<file path="src/adc_alert_pkg.sv">
// Shared constants and types for the limit alert status block
package adc_alert_pkg;
  // Register indices carried in the address field of a frame
  localparam logic [2:0] REG_CFG2 = 3'h2;
  localparam logic [2:0] REG_STATUS = 3'h3;
  localparam logic [2:0] REG_LOW = 3'h4;
  localparam logic [2:0] REG_HIGH = 3'h5;
  // Frame layout
  localparam int FRAME_BITS = 16;
  localparam logic [4:0] FRAME_COUNT = 5'h10;
  localparam int WR_POS = 15;
  localparam int ADDR_MSB = 14;
  localparam int ADDR_LSB = 12;
  localparam logic ADDR_PAD = 1'h0;
  // Status register fields
  localparam int NUM_CHAN = 4;
  localparam int CKSUM_BIT = 9;
  localparam int SETUP_BIT = 8;
  localparam logic [1:0] STATUS_RSVD = 2'h0;
  localparam logic [9:0] STATUS_RESET = 10'h000;
  localparam logic [9:0] READ_CLEAR_MASK = 10'h2ff;
  localparam logic [9:0] NO_CLEAR_MASK = 10'h000;
  // Limit registers and their expansion to 16 bits
  localparam logic [11:0] LOW_RESET = 12'h800;
  localparam logic [11:0] HIGH_RESET = 12'hfff;
  localparam logic [3:0] LOW_PAD = 4'h0;
  localparam logic [3:0] HIGH_PAD = 4'hf;
  // Second configuration register
  localparam logic [7:0] HARD_RESET_CODE = 8'hff;
  localparam logic [1:0] LANE_ALERT = 2'h1;
  localparam logic [11:0] CFG2_READ_DATA = 12'h000;
  localparam logic [15:0] IDLE_WORD = 16'h0000;
  // Serial port sequencer
  typedef enum logic [2:0] {
    PORT_IDLE = 3'b001,
    PORT_LOAD = 3'b010,
    PORT_SHIFT = 3'b100
  } port_state_e;
endpackage

</file>
<file path="src/serial_frame_if.sv">
// Word-level link between the serial pin port and the register core
`timescale 1ns/1ps
interface serial_frame_if;
  logic frame_start;
  logic word_valid;
  logic [15:0] rx_word;
  logic [15:0] tx_word;
  modport port (
    output frame_start,
    output word_valid,
    output rx_word,
    input tx_word
  );
  modport core (
    input frame_start,
    input word_valid,
    input rx_word,
    output tx_word
  );
endinterface

</file>
<file path="src/serial_frame_port.sv">
// Oversampled serial pin port: synchronises pins, frames 16-bit words
`timescale 1ns/1ps
module serial_frame_port
  import adc_alert_pkg::*;
(
  // Clock and reset
  input wire logic i_clock,
  input wire logic i_reset,
  // Serial pins
  input wire logic i_sclk,
  input wire logic i_cs_n,
  input wire logic i_sdi,
  output logic o_sdo,
  // Word side
  serial_frame_if.port bus
);
  typedef struct packed {
    port_state_e st;
    logic [1:0] sclk_s;
    logic [1:0] cs_s;
    logic [1:0] sdi_s;
    logic sclk_prev;
    logic cs_prev;
    logic [4:0] cnt;
    logic [15:0] rx;
    logic [15:0] tx;
    logic output_lane_select;
    logic frame_start;
    logic word_valid;
  } port_s;

  port_s q;
  port_s d;
  logic sclk_rise;
  logic sclk_fall;

  // Bit 1 of each pair is the first stage and only feeds bit 0
  assign sclk_rise = q.sclk_s[0] & ~q.sclk_prev;
  assign sclk_fall = ~q.sclk_s[0] & q.sclk_prev;

  always_comb begin
    d = q;
    d.frame_start = 1'b0;
    d.word_valid = 1'b0;
    d.sclk_s = {i_sclk, q.sclk_s[1]};
    d.cs_s = {i_cs_n, q.cs_s[1]};
    d.sdi_s = {i_sdi, q.sdi_s[1]};
    d.sclk_prev = q.sclk_s[0];
    d.cs_prev = q.cs_s[0];
    unique case (q.st)
      PORT_IDLE: begin
        d.output_lane_select = 1'b0;
        if (!q.cs_s[0] && q.cs_prev) begin
          d.st = PORT_LOAD;
          d.frame_start = 1'b1;
          d.cnt = 5'h00;
        end
      end
      PORT_LOAD: begin
        // Core holds tx_word steady through the frame_start cycle, when it is latched here
        d.tx = bus.tx_word;
        d.output_lane_select = bus.tx_word[FRAME_BITS-1];
        d.st = PORT_SHIFT;
      end
      PORT_SHIFT: begin
        if (q.cs_s[0]) begin
          // A short frame is dropped without a word strobe
          d.word_valid = (q.cnt == FRAME_COUNT);
          d.st = PORT_IDLE;
        end else begin
          if (sclk_rise && q.cnt != FRAME_COUNT) begin
            d.rx = {q.rx[14:0], q.sdi_s[0]};
            d.cnt = q.cnt + 5'h01;
          end
          if (sclk_fall) begin
            d.tx = {q.tx[14:0], 1'b0};
            d.output_lane_select = q.tx[14];
          end
        end
      end
    endcase
  end

  always_ff @(posedge i_clock) begin
    if (i_reset) begin
      q <= '{st: PORT_IDLE, sclk_s: 2'h0, cs_s: 2'h3, sdi_s: 2'h0,
             sclk_prev: 1'b0, cs_prev: 1'b1, cnt: 5'h00, rx: 16'h0000,
             tx: 16'h0000, output_lane_select: 1'b0, frame_start: 1'b0,
             word_valid: 1'b0};
    end else begin
      q <= d;
    end
  end

  assign bus.frame_start = q.frame_start;
  assign bus.word_valid = q.word_valid;
  assign bus.rx_word = q.rx;
  assign o_sdo = q.output_lane_select;
endmodule

</file>
<file path="src/adc_limit_alert_status.sv">
// Out-of-range and fault status registers behind the serial port
`timescale 1ns/1ps
module adc_limit_alert_status
  import adc_alert_pkg::*;
(
  // Clock and reset
  input wire logic i_clock,
  input wire logic i_reset,
  // Serial register pins
  input wire logic i_sclk,
  input wire logic i_cs_n,
  input wire logic i_serial_command_input,
  output logic o_primary_serial_output,
  // Conversion results
  input wire logic i_conv_valid,
  input wire logic [NUM_CHAN-1:0][15:0] i_conv_results,
  // Fault events
  input wire logic i_write_checksum_bad,
  input wire logic i_setup_load_fail,
  // Alert routing controls
  input wire logic i_alert_enable,
  input wire logic [1:0] i_output_lane_select,
  // Outputs
  output logic o_alert_n,
  output logic o_config_restart
);
  typedef struct packed {
    logic [9:0] flags;
    logic [11:0] low;
    logic [11:0] high;
    logic rd_pend;
    logic [2:0] rd_addr;
    logic restart;
    logic alert_n;
  } core_s;

  core_s q;
  core_s d;
  serial_frame_if bus ();
  logic [15:0] lower_cmp;
  logic [15:0] upper_cmp;
  logic [NUM_CHAN-1:0] over;
  logic [NUM_CHAN-1:0] under;
  logic [9:0] set_vec;
  logic [9:0] clr_mask;
  logic status_clr;
  logic cmd_wr;
  logic [2:0] cmd_addr;
  logic [11:0] cmd_data;
  logic hard_reset;

  serial_frame_port u_port (
    .i_clock(i_clock),
    .i_reset(i_reset),
    .i_sclk(i_sclk),
    .i_cs_n(i_cs_n),
    .i_sdi(i_serial_command_input),
    .o_sdo(o_primary_serial_output),
    .bus(bus.port)
  );

  assign lower_cmp = {q.low, LOW_PAD};
  assign upper_cmp = {q.high, HIGH_PAD};

  genvar c;
  generate
    for (c = 0; c < NUM_CHAN; c++) begin : g_chan
      assign over[c] = i_conv_valid &&
                       (i_conv_results[c] > upper_cmp);
      assign under[c] = i_conv_valid &&
                        (i_conv_results[c] < lower_cmp);
      assign set_vec[2*c] = under[c];
      assign set_vec[2*c+1] = over[c];

    end
  endgenerate

  assign set_vec[CKSUM_BIT] = i_write_checksum_bad;
  assign set_vec[SETUP_BIT] = i_setup_load_fail;

  assign cmd_wr = bus.rx_word[WR_POS];
  assign cmd_addr = bus.rx_word[ADDR_MSB:ADDR_LSB];
  assign cmd_data = bus.rx_word[11:0];
  assign hard_reset = bus.word_valid && cmd_wr && cmd_addr == REG_CFG2 &&
                      cmd_data[7:0] == HARD_RESET_CODE;
  // The status word is cleared as it is loaded for shifting out
  assign status_clr = bus.frame_start && q.rd_pend &&
                      q.rd_addr == REG_STATUS;
  // Setup error is outside the read-clear mask
  assign clr_mask = status_clr ? READ_CLEAR_MASK : NO_CLEAR_MASK;

  // Read-back word, held steady until the port latches it
  always_comb begin
    bus.tx_word = IDLE_WORD;
    if (q.rd_pend) begin
      unique case (q.rd_addr)
        REG_STATUS:
          bus.tx_word = {ADDR_PAD, REG_STATUS, STATUS_RSVD,
                         q.flags};
        REG_LOW:
          bus.tx_word = {ADDR_PAD, REG_LOW, q.low};
        REG_HIGH:
          bus.tx_word = {ADDR_PAD, REG_HIGH, q.high};
        default:
          bus.tx_word = {ADDR_PAD, REG_CFG2, CFG2_READ_DATA};
      endcase
    end
  end

  always_comb begin
    d = q;
    d.restart = 1'b0;
    // Set wins over the read clear so no event is lost
    d.flags = (q.flags & ~clr_mask) | set_vec;
    if (bus.frame_start) begin
      d.rd_pend = 1'b0;
    end
    if (bus.word_valid) begin
      if (cmd_wr) begin
        // Status writes fall through and alter no flag
        if (cmd_addr == REG_LOW) begin
          d.low = cmd_data;
        end else if (cmd_addr == REG_HIGH) begin
          d.high = cmd_data;
        end
      end else begin
        // Other addresses select conversion readback, not served here
        d.rd_pend = (cmd_addr == REG_CFG2) || (cmd_addr == REG_STATUS) ||
                    (cmd_addr == REG_LOW) ||
                    (cmd_addr == REG_HIGH);
        d.rd_addr = cmd_addr;
      end
    end
    if (hard_reset) begin
      // Defaults everywhere but rd_addr, and a same-cycle event still lands
      d.flags = STATUS_RESET | set_vec;
      d.low = LOW_RESET;
      d.high = HIGH_RESET;
      d.rd_pend = 1'b0;
      d.restart = 1'b1;
    end
    d.alert_n = ~(i_alert_enable && i_output_lane_select == LANE_ALERT &&
                  (|d.flags[7:0]));
  end

  always_ff @(posedge i_clock) begin
    if (i_reset) begin
      q <= '{flags: STATUS_RESET, low: LOW_RESET, high: HIGH_RESET,
             rd_pend: 1'b0, rd_addr: REG_STATUS, restart: 1'b0,
             alert_n: 1'b1};
    end else begin
      q <= d;
    end
  end

  assign o_alert_n = q.alert_n;
  assign o_config_restart = q.restart;
endmodule

</file>
<file path="config.mk">
export PLATFORM = sky130hd
export DESIGN_NAME = adc_limit_alert_status
export DESIGN_NICKNAME = d
export VERILOG_FILES = /design/src/adc_alert_pkg.sv /design/src/serial_frame_if.sv /design/src/serial_frame_port.sv /design/src/adc_limit_alert_status.sv
export SDC_FILE = /design/constraint.sdc
export NUM_CORES = 1
export LEC_CHECK = 0
export ABC_AREA = 1
export BUFFER_PORTS_ARGS = -buffer_cell sky130_fd_sc_hd__buf_2
export CAP_MARGIN = 0
export CORE_MARGIN = 2
export CORE_UTILIZATION = 40
export DETAILED_ROUTE_END_ITERATION = 10
export HOLD_SLACK_MARGIN = 0.12
export PLACE_DENSITY = 0.73
export SYNTH_ARGS = -nofsm -noshare
export SYNTH_HDL_FRONTEND = slang
export SYNTH_HIERARCHICAL = 1
export SYNTH_SLANG_ARGS = --single-unit
</file>
<file path="constraint.sdc">
create_clock -name i_clock -period 1.5 [get_ports i_clock]
set_input_delay 0.15 -clock i_clock [delete_from_list [all_inputs] [get_ports i_clock]]
set_output_delay 0.15 -clock i_clock [all_outputs]
set_load 0.03 [all_outputs]
</file>
==> out/qor.yml, run 1 <==
status: "finished, violations left"
violations: "setup timing"
ys_seq_area_share_pct: 28.1
core_area_um2: 15800
grt_pass1_wl_mm: 29.3
ys_top_cells_by_count: "nand2_1, inv_1, ha_1, nor2_1, dfxtp_1"
setup_slack_ps: -300
fmax_ghz: 0.556
die_width_um: 131
crit_path_start_kind: "flop"
synthArstFlopShare_pct: 0
criticalPathCategory: "reg2reg"
nNetsFinal: 1283
drv_cap: 0
path_buf_inv: 2
syn2layout_area_growth_pct: 44.3
hpwl_mm: 13.3
final-setup-viol-count: 17
synth_most_common_cell: "nand2_1"
num_vias: 6642
synthTopCellsByArea: "dfxtp_1, ha_1, nand2_1"
synthDistinctLibCells: 37
synth_edf_count: 0
tritoncts: "done"
hold_viol: 0
portBuffers: 77
crit_family: "simple AND/OR/NAND/NOR gates"
row_count: 46
avgViaCountPerCell: 4.98
drive_above_1_share_pct: 38.7
finalWirelength_mm: 20.1
htree_levels: 3
p_leak_nw: 4.52
synth_nets: 1117
ant_nets: 0
synthFlopType: "dfxtp_1"
dieArea_um2: 17100
synth_top_area_share_pct: 28.1
max_slew_margin_pct: 64.3
tightest_slew_ps: 536
crit_chain: "inv_8 -> ha_4 -> nand2_4 -> buf_6 -> nor2_4 -> nand3_2 -> nor2_4 -> nor2_2 -> nand2_2 -> nand4_1 -> nor2_1 -> nand2_1 -> nand2_1"
wl_per_cell_um: 15.0
drc_errors: 0
die_h_um: 131
start_util_pct: 40.7
cp_slowest_stage_delay_ps: 390
clkSlewWorstSetupHoldPaths_ps: 70
dp.cells: 1290
synth.avg_cell_area_um2: 6.77
cts_root_buf: "clkbuf_16"
drv_slew: 0
grt_max_degree: 25
grt_overflow: 0
fin_skew_ps: 8.93
critPathArrivalTime_ps: 2110
clock_sinks: 90
cts_buffer_depth: 2
power_density_nw_per_um2: 625
cp.required_ps: 1810
cp_max_fo: 4
gp_congestion: 0.895
ys_ff_latch: 90
clkLatencyLatePin_ps: 360
dr.pass1.iters: 5
numCtsBuffers: 9
drt_iter0_drc: 362
syn-cell-area_um2: 6420
rsz0062_at_grt: "yes"
worst_setup_path_end_kind: "flop"
fin_crit_ps: 1800
ir_drop_mv: 0.527
totalPowerFinal_w: 0.00579
synth_area_leader_cell: "dfxtp_1"
hold_class: "in2reg"
synthCells: 948
layoutNonFillerInstCount: 1335
finalCritPeriodShare_pct: 120
slowest_stage: "dfxtp_4"
antenna_found_initial: 0
track_usage_pct: 22.2
antenna_cells: 0
ys_warn_count: 6
pin_count: 78
grt_pass1_vias: 6175
## cell usage in the layout, fill, tap and decap left out, types with 3 or more instances in the layout
cell type | netlist | final
o221ai_1 | 9 | 6
nor3_2 | 0 | 3
nand2_1 | 270 | 237
dlygate4sd3_1 | 0 | 5
clkbuf_16 | 0 | 10
inv_2 | 9 | 29
nor3_1 | 7 | 4
ha_1 | 94 | 47
nand2_4 | 2 | 10
xor2_1 | 3 | 3
buf_6 | 2 | 15
o211ai_1 | 16 | 16
dfxtp_2 | 0 | 24
buf_2 | 5 | 78
inv_1 | 134 | 96
a21oi_1 | 81 | 62
o21ai_0 | 33 | 28
nand3_1 | 27 | 19
or2_2 | 6 | 5
inv_6 | 0 | 3
nand3_2 | 1 | 9
inv_4 | 0 | 15
o221ai_2 | 0 | 3
ha_4 | 0 | 47
dfxtp_4 | 0 | 4
buf_12 | 0 | 6
nand4_1 | 9 | 9
or2_0 | 6 | 6
nand2_2 | 1 | 26
nor2_2 | 3 | 12
a21oi_2 | 0 | 18
nor2_1 | 93 | 72
o21ai_1 | 3 | 7
dfxtp_1 | 90 | 62
buf_4 | 19 | 87
nor2_4 | 2 | 14
## worst register-to-register path: cells and delay by family (launching register included)
kind	cells	cell delay, ps
AND/OR/NAND/NOR	10	930
adder cells (fa/ha/maj)	1	280
buffers and inverters	2	170
flip-flops	1	390
## state kept, by name, summed over array words and instances, names as in the netlist
signal / flops
o_alert_n: 1
u_port/o_sdo: 1
u_port/bus.frame_start: 1
u_port/q: 26
lower_cmp: 12
o_config_restart: 1
u_port/bus.rx_word: 16
u_port/bus.word_valid: 1
q: 26
u_port/d: 5
## worst paths after layout
check / start / to / slack (ps) / cells past startpoint
setup reg to reg: q[17] / o_alert_n / -300 / 13
hold / removal: i_output_lane_select[1] / o_alert_n / 130 / 4
hold reg to reg: u_port/d[46] / u_port/d[41] / 400 / 2
setup / recovery: q[17] / o_alert_n / -300 / 13
## routing by layer
layer	vias up	part of all wire (%)	track usage (%)	wire, um
met1	2980	41	26.1	8140
li1	3362	-	-	-
met5	-	0	0	0
met3	65	5.0	2.61	1010
met2	235	50	39.1	10000
met4	0	4.6	12.8	928
## cell families after synthesis
logic type / after synthesis / share of synthesized area, %
XOR/XNOR: 3 / 0.409
adder cells (fa/ha/maj): 94 / 18.3
AND/OR/NAND/NOR: 432 / 28.4
flip-flops: 90 / 28.1
buffers and inverters: 182 / 12.1
AO/OA/AOI/OAI: 146 / 12.7
other: 1 / 0.0584
## report_power, final
group          leakage (nW)  total, W  internal, W  switching, W
Combinational          3.64  0.000919     0.000402      0.000516
Sequential            0.731   0.00249      0.00245     0.0000404
Clock                 0.151   0.00238      0.00135       0.00103
## cell type report
class,instances,area (um2)
fillers,1346,6500
flip-flops and latches,90,1850
repair inverters,1,6.26
clock buffers,11,243
clock inverters,5,61.3
multi-input cells,676,4830
well taps,216,270
repair buffers,192,1410
inverters,144,601
## through the flow
stage	TNS, ps	utilization [%]	hold WS, ps	instance area [um2]	setup slack (ps)
after CTS	-895	54.4	127	8580	-188
final	-1710	58.8	135	9270	-300
after global placement	-1800	47.8	336	7540	-345
after global routing	-3680	58.8	155	9270	-353
after detailed placement	-2340	47.8	338	7540	-348
after floorplan	0	-	219	6420	12.7
## repair_timing
| action | 4_1_cts | 5_1_grt |
|---|---|---|
| gates resized for setup | 137 | 141 |
| pin swaps | 48 | 60 |
| endpoints found under the setup margin | 18 | 50 |
| hold buffers | 5 | 0 |
| endpoints found under the hold margin | 5 | 0 |
| gates cloned | 1 | 4 |
| setup buffers | 9 | 10 |
No activity file was read; power rests on OpenSTA's default activity.
==> run 2: changes to the inputs <==
--- a/config.mk
+++ b/config.mk
@@ -5,7 +5,7 @@
 export SDC_FILE = /design/constraint.sdc
 export NUM_CORES = 1
 export LEC_CHECK = 0
-export ABC_AREA = 1
+export ABC_AREA = 0
 export BUFFER_PORTS_ARGS = -buffer_cell sky130_fd_sc_hd__buf_2
 export CAP_MARGIN = 0
 export CORE_MARGIN = 2
==> out/qor.yml, run 2 <==
cp_max_fo: 5  # was 4
startpoint: "q[14]"  # was q[17]
mostFrequentLayoutCells: "buf_4, buf_2, dfxtp_1, ha_1, nand2_1"  # was nand2_1, inv_1, buf_4, buf_2, nor2_1
hpwl_mm: 14.8  # was 13.3 mm
htree_levels: 3  # unchanged
drv_cap: 0  # unchanged
dr.pass1.iters: 5  # unchanged
drive_above_1_share_pct: 49.9  # was 38.7%
grt_max_degree: 39  # was 25
track_usage_pct: 24.7  # was 22.2%
wl_per_cell_um: 19.2  # was 15.0 um
num-fill-cells: 1123  # was 1346
drv_slew: 0  # unchanged
grt_pass1_vias: 6086  # was 6175
crit_cells: 9  # was 13
crit_family: "compound AO/OA/AOI/OAI gates"  # was simple AND/OR/NAND/NOR gates
fin_crit_ps: 2050  # was 1800 ps
grt_pass1_wl_mm: 31.5  # was 29.3 mm
ir_drop_mv: 0.676  # was 0.527 mV
synthDistinctLibCells: 60  # was 37
dieArea_um2: 16300  # was 17100 um2
path_buf_inv: 2  # unchanged
ant_nets: 0  # unchanged
start_util_pct: 40.6  # was 40.7%
cp_slowest_stage_delay_ps: 360  # was 390 ps
tritoncts: "done"  # unchanged
final-setup-viol-count: 70  # was 17
antenna_cells: 0  # unchanged
synthFlopType: "dfxtp_1"  # unchanged
ys_seq_area_share_pct: 29.5  # was 28.1%
synth_edf_count: 0  # unchanged
criticalPathCategory: "reg2reg"  # unchanged
fin_skew_ps: 9.37  # was 8.93 ps
synthArstFlopShare_pct: 0  # unchanged
grt_overflow: 0  # unchanged
cp.required_ps: 1780  # was 1810 ps
ys_warn_count: 6  # unchanged
ys_top_cells_by_count: "ha_1, dfxtp_1, nand2_1, a21oi_1, nor2_1"  # was nand2_1, inv_1, ha_1, nor2_1, dfxtp_1
hold_class: "in2reg"  # unchanged
syn2layout_area_growth_pct: 55.8  # was 44.3%
die_width_um: 128  # was 131 um
violations: "setup timing"  # unchanged
hold_viol: 0  # unchanged
syn-cell-area_um2: 6100  # was 6420 um2
ys_ff_latch: 90  # unchanged
p_leak_nw: 3.97  # was 4.52 nW
numCtsBuffers: 9  # unchanged
synth_top_area_share_pct: 29.5  # was 28.1%
finalCritPeriodShare_pct: 137  # was 120%
fin_util_pct: 63.2  # was 58.8%
drc_errors: 0  # unchanged
cts_root_buf: "clkbuf_16"  # unchanged
nNetsFinal: 1092  # was 1283
antenna_found_initial: 0  # unchanged
r2r_start: "q[14]"  # was q[17]
synthCells: 705  # was 948
synth_nets: 874  # was 1117
synth_most_common_cell: "ha_1"  # was nand2_1
clkLatencyLatePin_ps: 340  # was 360 ps
endpoint: "o_alert_n"  # unchanged
power_density_nw_per_um2: 635  # was 625 nW/um2
cts_buffer_depth: 2  # unchanged
critPathArrivalTime_ps: 2330  # was 2110 ps
avgViaCountPerCell: 5.66  # was 4.98
core_area_um2: 15000  # was 15800 um2
slowest_stage: "dfxtp_2"  # was dfxtp_4
crit_path_start_kind: "flop"  # unchanged
num_vias: 6311  # was 6642
crit_chain: "inv_4 -> ha_1 -> nand4_1 -> buf_4 -> a21oi_2 -> a2111oi_4 -> o21ai_2 -> or3_1 -> o21ai_1"  # was inv_8 -> ha_4 -> nand2_4 -> buf_6 -> nor2_4 -> nand3_2 -> nor2_4 -> nor2_2 -> nand2_2 -> nand4_1 -> nor2_1 -> nand2_1 -> nand2_1
row_count: 45  # was 46
setup_slack_ps: -548  # was -300 ps
timing.rr.end: "o_alert_n"  # unchanged
drt_iter0_drc: 412  # was 362
status: "finished, violations left"  # unchanged
synth.avg_cell_area_um2: 8.65  # was 6.77 um2
die_h_um: 128  # was 131 um
rsz0062_at_grt: "yes"  # unchanged
dp_slack_ps: -793  # was -348 ps
pin_count: 78  # unchanged
rrSetupSlack_ps: -550  # was -300 ps
synthTopCellsByArea: "dfxtp_1, ha_1, mux2i_1"  # was dfxtp_1, ha_1, nand2_1
gp_congestion: 0.940  # was 0.895
totalPowerFinal_w: 0.00604  # was 0.00579 W
clock_sinks: 90  # unchanged
clkSlewWorstSetupHoldPaths_ps: 70  # about the same
portBuffers: 77  # unchanged
ff2ff_path_depth: 9  # was 13
finalWirelength_mm: 21.5  # was 20.1 mm
worst_setup_path_end_kind: "flop"  # unchanged
synth_area_leader_cell: "dfxtp_1"  # unchanged
layout_commonest_cell: "buf_4"  # was nand2_1
fmax_ghz: 0.488  # was 0.556 GHz
==> run 2: cell count changes in the layout (fill, tap and decap cells not counted), moves of 14 or more <==
cell	delta
a211o_1	+19
a21oi_1	-35
buf_4	+47
inv_1	-87
inv_2	-20
mux2i_1	+37
nand2_1	-189
nand2_2	-14
nor2_1	-27
o21ai_0	-19
==> run 2: tightest hold or removal path: stages <==
cell	delay (ps)
buf_2	70
nor4bb_1	30
buf_4	130
o21ai_1	60
==> run 2: area by class of cell <==
cell class              instances  area, um2  area share, %
clock buffers                  11        253           2.66
inverters                      30        144           1.51
multi-input cells             538       5000           52.6
flip-flops and latches         90       1840           19.3
clock inverters                 5       83.8          0.882
well taps                     188        235           2.47
repair buffers                254       1950           20.5
==> run 2: kinds of logic (layout without fill, tap and decap cells) <==
kind of cell | Yosys count | count (layout) | share of synthesized area (%)
adders and majority gates | 94 | 94 | 19.3
other | 1 | 1 | 0.0615
xor gates and xnor gates | 2 | 2 | 0.287
AOI/OAI and AO/OA | 165 | 165 | 17.9
and+or+nand+nor | 235 | 236 | 20.2
DFF | 90 | 90 | 29.5
buffers and inverters | 78 | 300 | 6.26
muxes | 40 | 40 | 6.56
==> run 2: report_power, final <==
part           total, W  internal (W)  switching [W]
Clock           0.00255       0.00156       0.000997
Sequential      0.00245       0.00242      0.0000242
Combinational   0.00104      0.000489       0.000550
Total           0.00604       0.00447        0.00157
==> run 2: worst min path at each step <==
stage                       startpoint           end  cells past startpoint
2_1_floorplan                  i_reset         q[31]                      1
3_3_place_gp                    i_cs_n  u_port/d[44]                      2
3_5_place_dp                    i_cs_n  u_port/d[44]                      2
4_1_cts        i_output_lane_select[1]     o_alert_n                      4
5_1_grt        i_output_lane_select[1]     o_alert_n                      4
6_report       i_output_lane_select[1]     o_alert_n                      4
==> run 2: what timing repair did <==
action	4_1_cts	5_1_grt
hold endpoints to repair	5	0
setup endpoints to repair	71	73
hold buffers	5	0
gates resized for setup	130	138
pin swaps	60	63
gates cloned	7	0
setup buffers	11	14
==> run 2: through the flow <==
step                std cells  TNS (ps)  hold slack (ps)  area [um2]
finish                   1116    -11710              138        9510
global route             1116    -15430              160        9510
CTS                      1106    -11540              137        8810
detailed placement       1068    -14890              346        7730
global placement         1068    -13500              342        7730
floorplan                 705    -12960              222        6220
==> run 2: layer usage <==
metal / wire length (um) / global-route usage, % / vias up
met4: 629 / 7.30 / 0
li1: - / - / 3005
met3: 1280 / 4.23 / 46
met1: 9330 / 32.9 / 3041
met5: 0 / 0 / -
met2: 10200 / 41.2 / 219
==> run 3: changes to the inputs <==
--- a/config.mk
+++ b/config.mk
@@ -12,7 +12,7 @@
 export CORE_UTILIZATION = 40
 export DETAILED_ROUTE_END_ITERATION = 10
 export HOLD_SLACK_MARGIN = 0.12
-export PLACE_DENSITY = 0.73
+export PLACE_DENSITY = 0.71
 export SYNTH_ARGS = -nofsm -noshare
 export SYNTH_HDL_FRONTEND = slang
 export SYNTH_HIERARCHICAL = 1
==> constraint.sdc (replaced) <==
create_clock -name i_clock -period 2 [get_ports i_clock]
set_input_delay 0.2 -clock i_clock [delete_from_list [all_inputs] [get_ports i_clock]]
set_output_delay 0.2 -clock i_clock [all_outputs]
set_load 0.03 [all_outputs]
==> out/qor.yml, run 3 (same netlist as run 2, synthesis figures left out) <==
finalWirelength_mm: 18.1  # was 21.5 mm
worst_setup_path_end_kind: "flop"  # unchanged
clkSlewWorstSetupHoldPaths_ps: 70  # about the same
num-fill-cells: 1340  # was 1123
layout_commonest_cell: "buf_4"  # unchanged
fin_skew_ps: 10.2  # was 9.37 ps
numCtsBuffers: 9  # unchanged
violations: "setup timing"  # unchanged
cp_common_cell: "o21ai_1"
crit_chain: "inv_4 -> ha_1 -> nand4_1 -> buf_4 -> a211oi_1 -> a2111oi_2 -> o21ai_1 -> or3_1 -> o21ai_1"  # was inv_4 -> ha_1 -> nand4_1 -> buf_4 -> a21oi_2 -> a2111oi_4 -> o21ai_2 -> or3_1 -> o21ai_1
antenna_found_initial: 0  # unchanged
setup_slack_ps: -92.7  # was -548 ps
cts_root_buf: "clkbuf_16"  # unchanged
row_count: 45  # unchanged
cts_buffer_depth: 2  # unchanged
wl_per_cell_um: 17.3  # was 19.2 um
cp_max_fo: 4  # was 5
power_density_nw_per_um2: 489  # was 635 nW/um2
grt_overflow: 0  # unchanged
die_h_um: 128  # unchanged
drive_above_1_share_pct: 33.8  # was 49.9%
avgViaCountPerCell: 5.62  # was 5.66
ir_drop_mv: 0.380  # was 0.676 mV
timing.rr.end: "o_alert_n"  # unchanged
min-delay-start: "i_output_lane_select[0]"  # was i_output_lane_select[1]
syn2layout_area_growth_pct: 33.4  # was 55.8%
track_usage_pct: 21.6  # was 24.7%
drc_errors: 0  # unchanged
hpwl_mm: 13.5  # was 14.8 mm
multi_input_area_um2: 4430  # was 5000 um2
clkLatencyLatePin_ps: 340  # about the same
slowest_stage: "a2111oi_2"  # was dfxtp_2
drt_iter0_drc: 551  # was 412
final_cell_area_um2: 8140  # was 9510 um2
startpoint: "q[14]"  # unchanged
grt_pass1_vias: 5488  # was 6086
fin_crit_ps: 2090  # was 2050 ps
antenna_cells: 0  # unchanged
ant_nets: 0  # unchanged
critPathArrivalTime_ps: 2380  # was 2330 ps
r2r_start: "q[14]"  # unchanged
portBuffers: 77  # unchanged
core_area_um2: 15000  # unchanged
drv_cap: 0  # unchanged
placed_cell_area_um2: 7210  # was 7730 um2
final-setup-viol-count: 3  # was 70
criticalPathCategory: "reg2reg"  # unchanged
nNetsFinal: 1024  # was 1092
die_width_um: 128  # unchanged
mostFrequentLayoutCells: "buf_4, buf_2, dfxtp_1, ha_1, nand2_1"  # unchanged
tightest_slew_ps: 546
hold_viol: 0  # unchanged
status: "finished, violations left"  # unchanged
drv_slew: 0  # unchanged
rrSetupSlack_ps: -90  # was -550 ps
ff_latch_area_um2: 1820  # was 1840 um2
htree_levels: 3  # unchanged
ff2ff_path_depth: 9  # unchanged
hold_class: "in2reg"  # unchanged
grt_max_degree: 40  # was 39
cp_slowest_stage_delay_ps: 370  # was 360 ps
cp.required_ps: 2280  # was 1780 ps
grt_pass1_wl_mm: 27.9  # was 31.5 mm
holdPathStages: 3  # was 4
start_util_pct: 40.6  # unchanged
max_slew_margin_pct: 63.6
pin_count: 78  # unchanged
dieArea_um2: 16300  # unchanged
clock_sinks: 90  # unchanged
rsz0062_at_grt: "yes"  # unchanged
gp_congestion: 0.960  # was 0.940
finalCritPeriodShare_pct: 105  # was 137%
dr.pass1.iters: 5  # unchanged
tritoncts: "done"  # unchanged
p_leak_nw: 3.47  # was 3.97 nW
crit_path_start_kind: "flop"  # unchanged
hold_end: "o_alert_n"  # unchanged
fin_util_pct: 54.1  # was 63.2%
fmax_ghz: 0.478  # was 0.488 GHz
num_vias: 5878  # was 6311
totalPowerFinal_w: 0.00398  # was 0.00604 W
## run 3: routing by layer
metal  GRT usage [%]  part of all wire (%)  wire [um]  vias to the layer above
li1                -                     -          -                     2872
met1            29.1                    46       8280                     2786
met2            35.8                    47       8460                      165
met3            3.06                   4.5        820                       55
met4            6.53                   3.0        541                        0
met5               0                     0          0                        -
## run 3: cell type report
| cell class | count | share of cell area [%] |
|---|---|---|
| well taps | 188 | 2.89 |
| repair buffers | 187 | 15.5 |
| clock inverters | 3 | 0.215 |
| clock buffers | 11 | 2.98 |
| inverters | 30 | 1.51 |
| flip-flops and latches | 90 | 22.4 |
| multi-input cells | 537 | 54.5 |
## run 3: power by group
group / internal (W) / leakage, nW / switching, W
sequential: 0.00182 / 0.728 / 0.0000158
clock: 0.000858 / 0.127 / 0.000682
combinational: 0.000269 / 2.61 / 0.000335
## run 3: metrics by stage
stage | worst slack (ps) | setup TNS, ps | std cells | hold WS (ps)
6_report | -92.7 | -104 | 1046 | 185
2_1_floorplan | -137 | -137 | 705 | 272
5_1_grt | -195 | -470 | 1046 | 188
4_1_cts | -79.4 | -79.4 | 1040 | 176
3_3_place_gp | -114 | -274 | 1019 | 386
3_5_place_dp | -370 | -950 | 1019 | 386
## run 3: how the worst max path moves through the flow
stage,end,cells after the start,slack [ps]
after floorplan,o_alert_n,9,-140
after global placement,o_alert_n,8,-110
after detailed placement,o_alert_n,9,-370
after CTS,o_alert_n,9,-80
after global routing,o_alert_n,9,-200
final,o_alert_n,9,-90
## run 3: critical path, delay by kind of cell, from the launching register on
family | cells | cell delay (ps)
compound gates | 4 | 680
buf+inv | 2 | 200
fa+ha+maj | 1 | 280
simple gates | 2 | 510
flops | 1 | 350
## run 3: what timing repair did
| action | CTS | global route |
|---|---|---|
| hold endpoints to repair | 7 | 0 |
| pin swaps | 10 | 30 |
| buffers inserted | 0 | 6 |
| setup endpoints to repair | 6 | 6 |
| hold buffers | 7 | 0 |
| resized for setup | 34 | 79 |
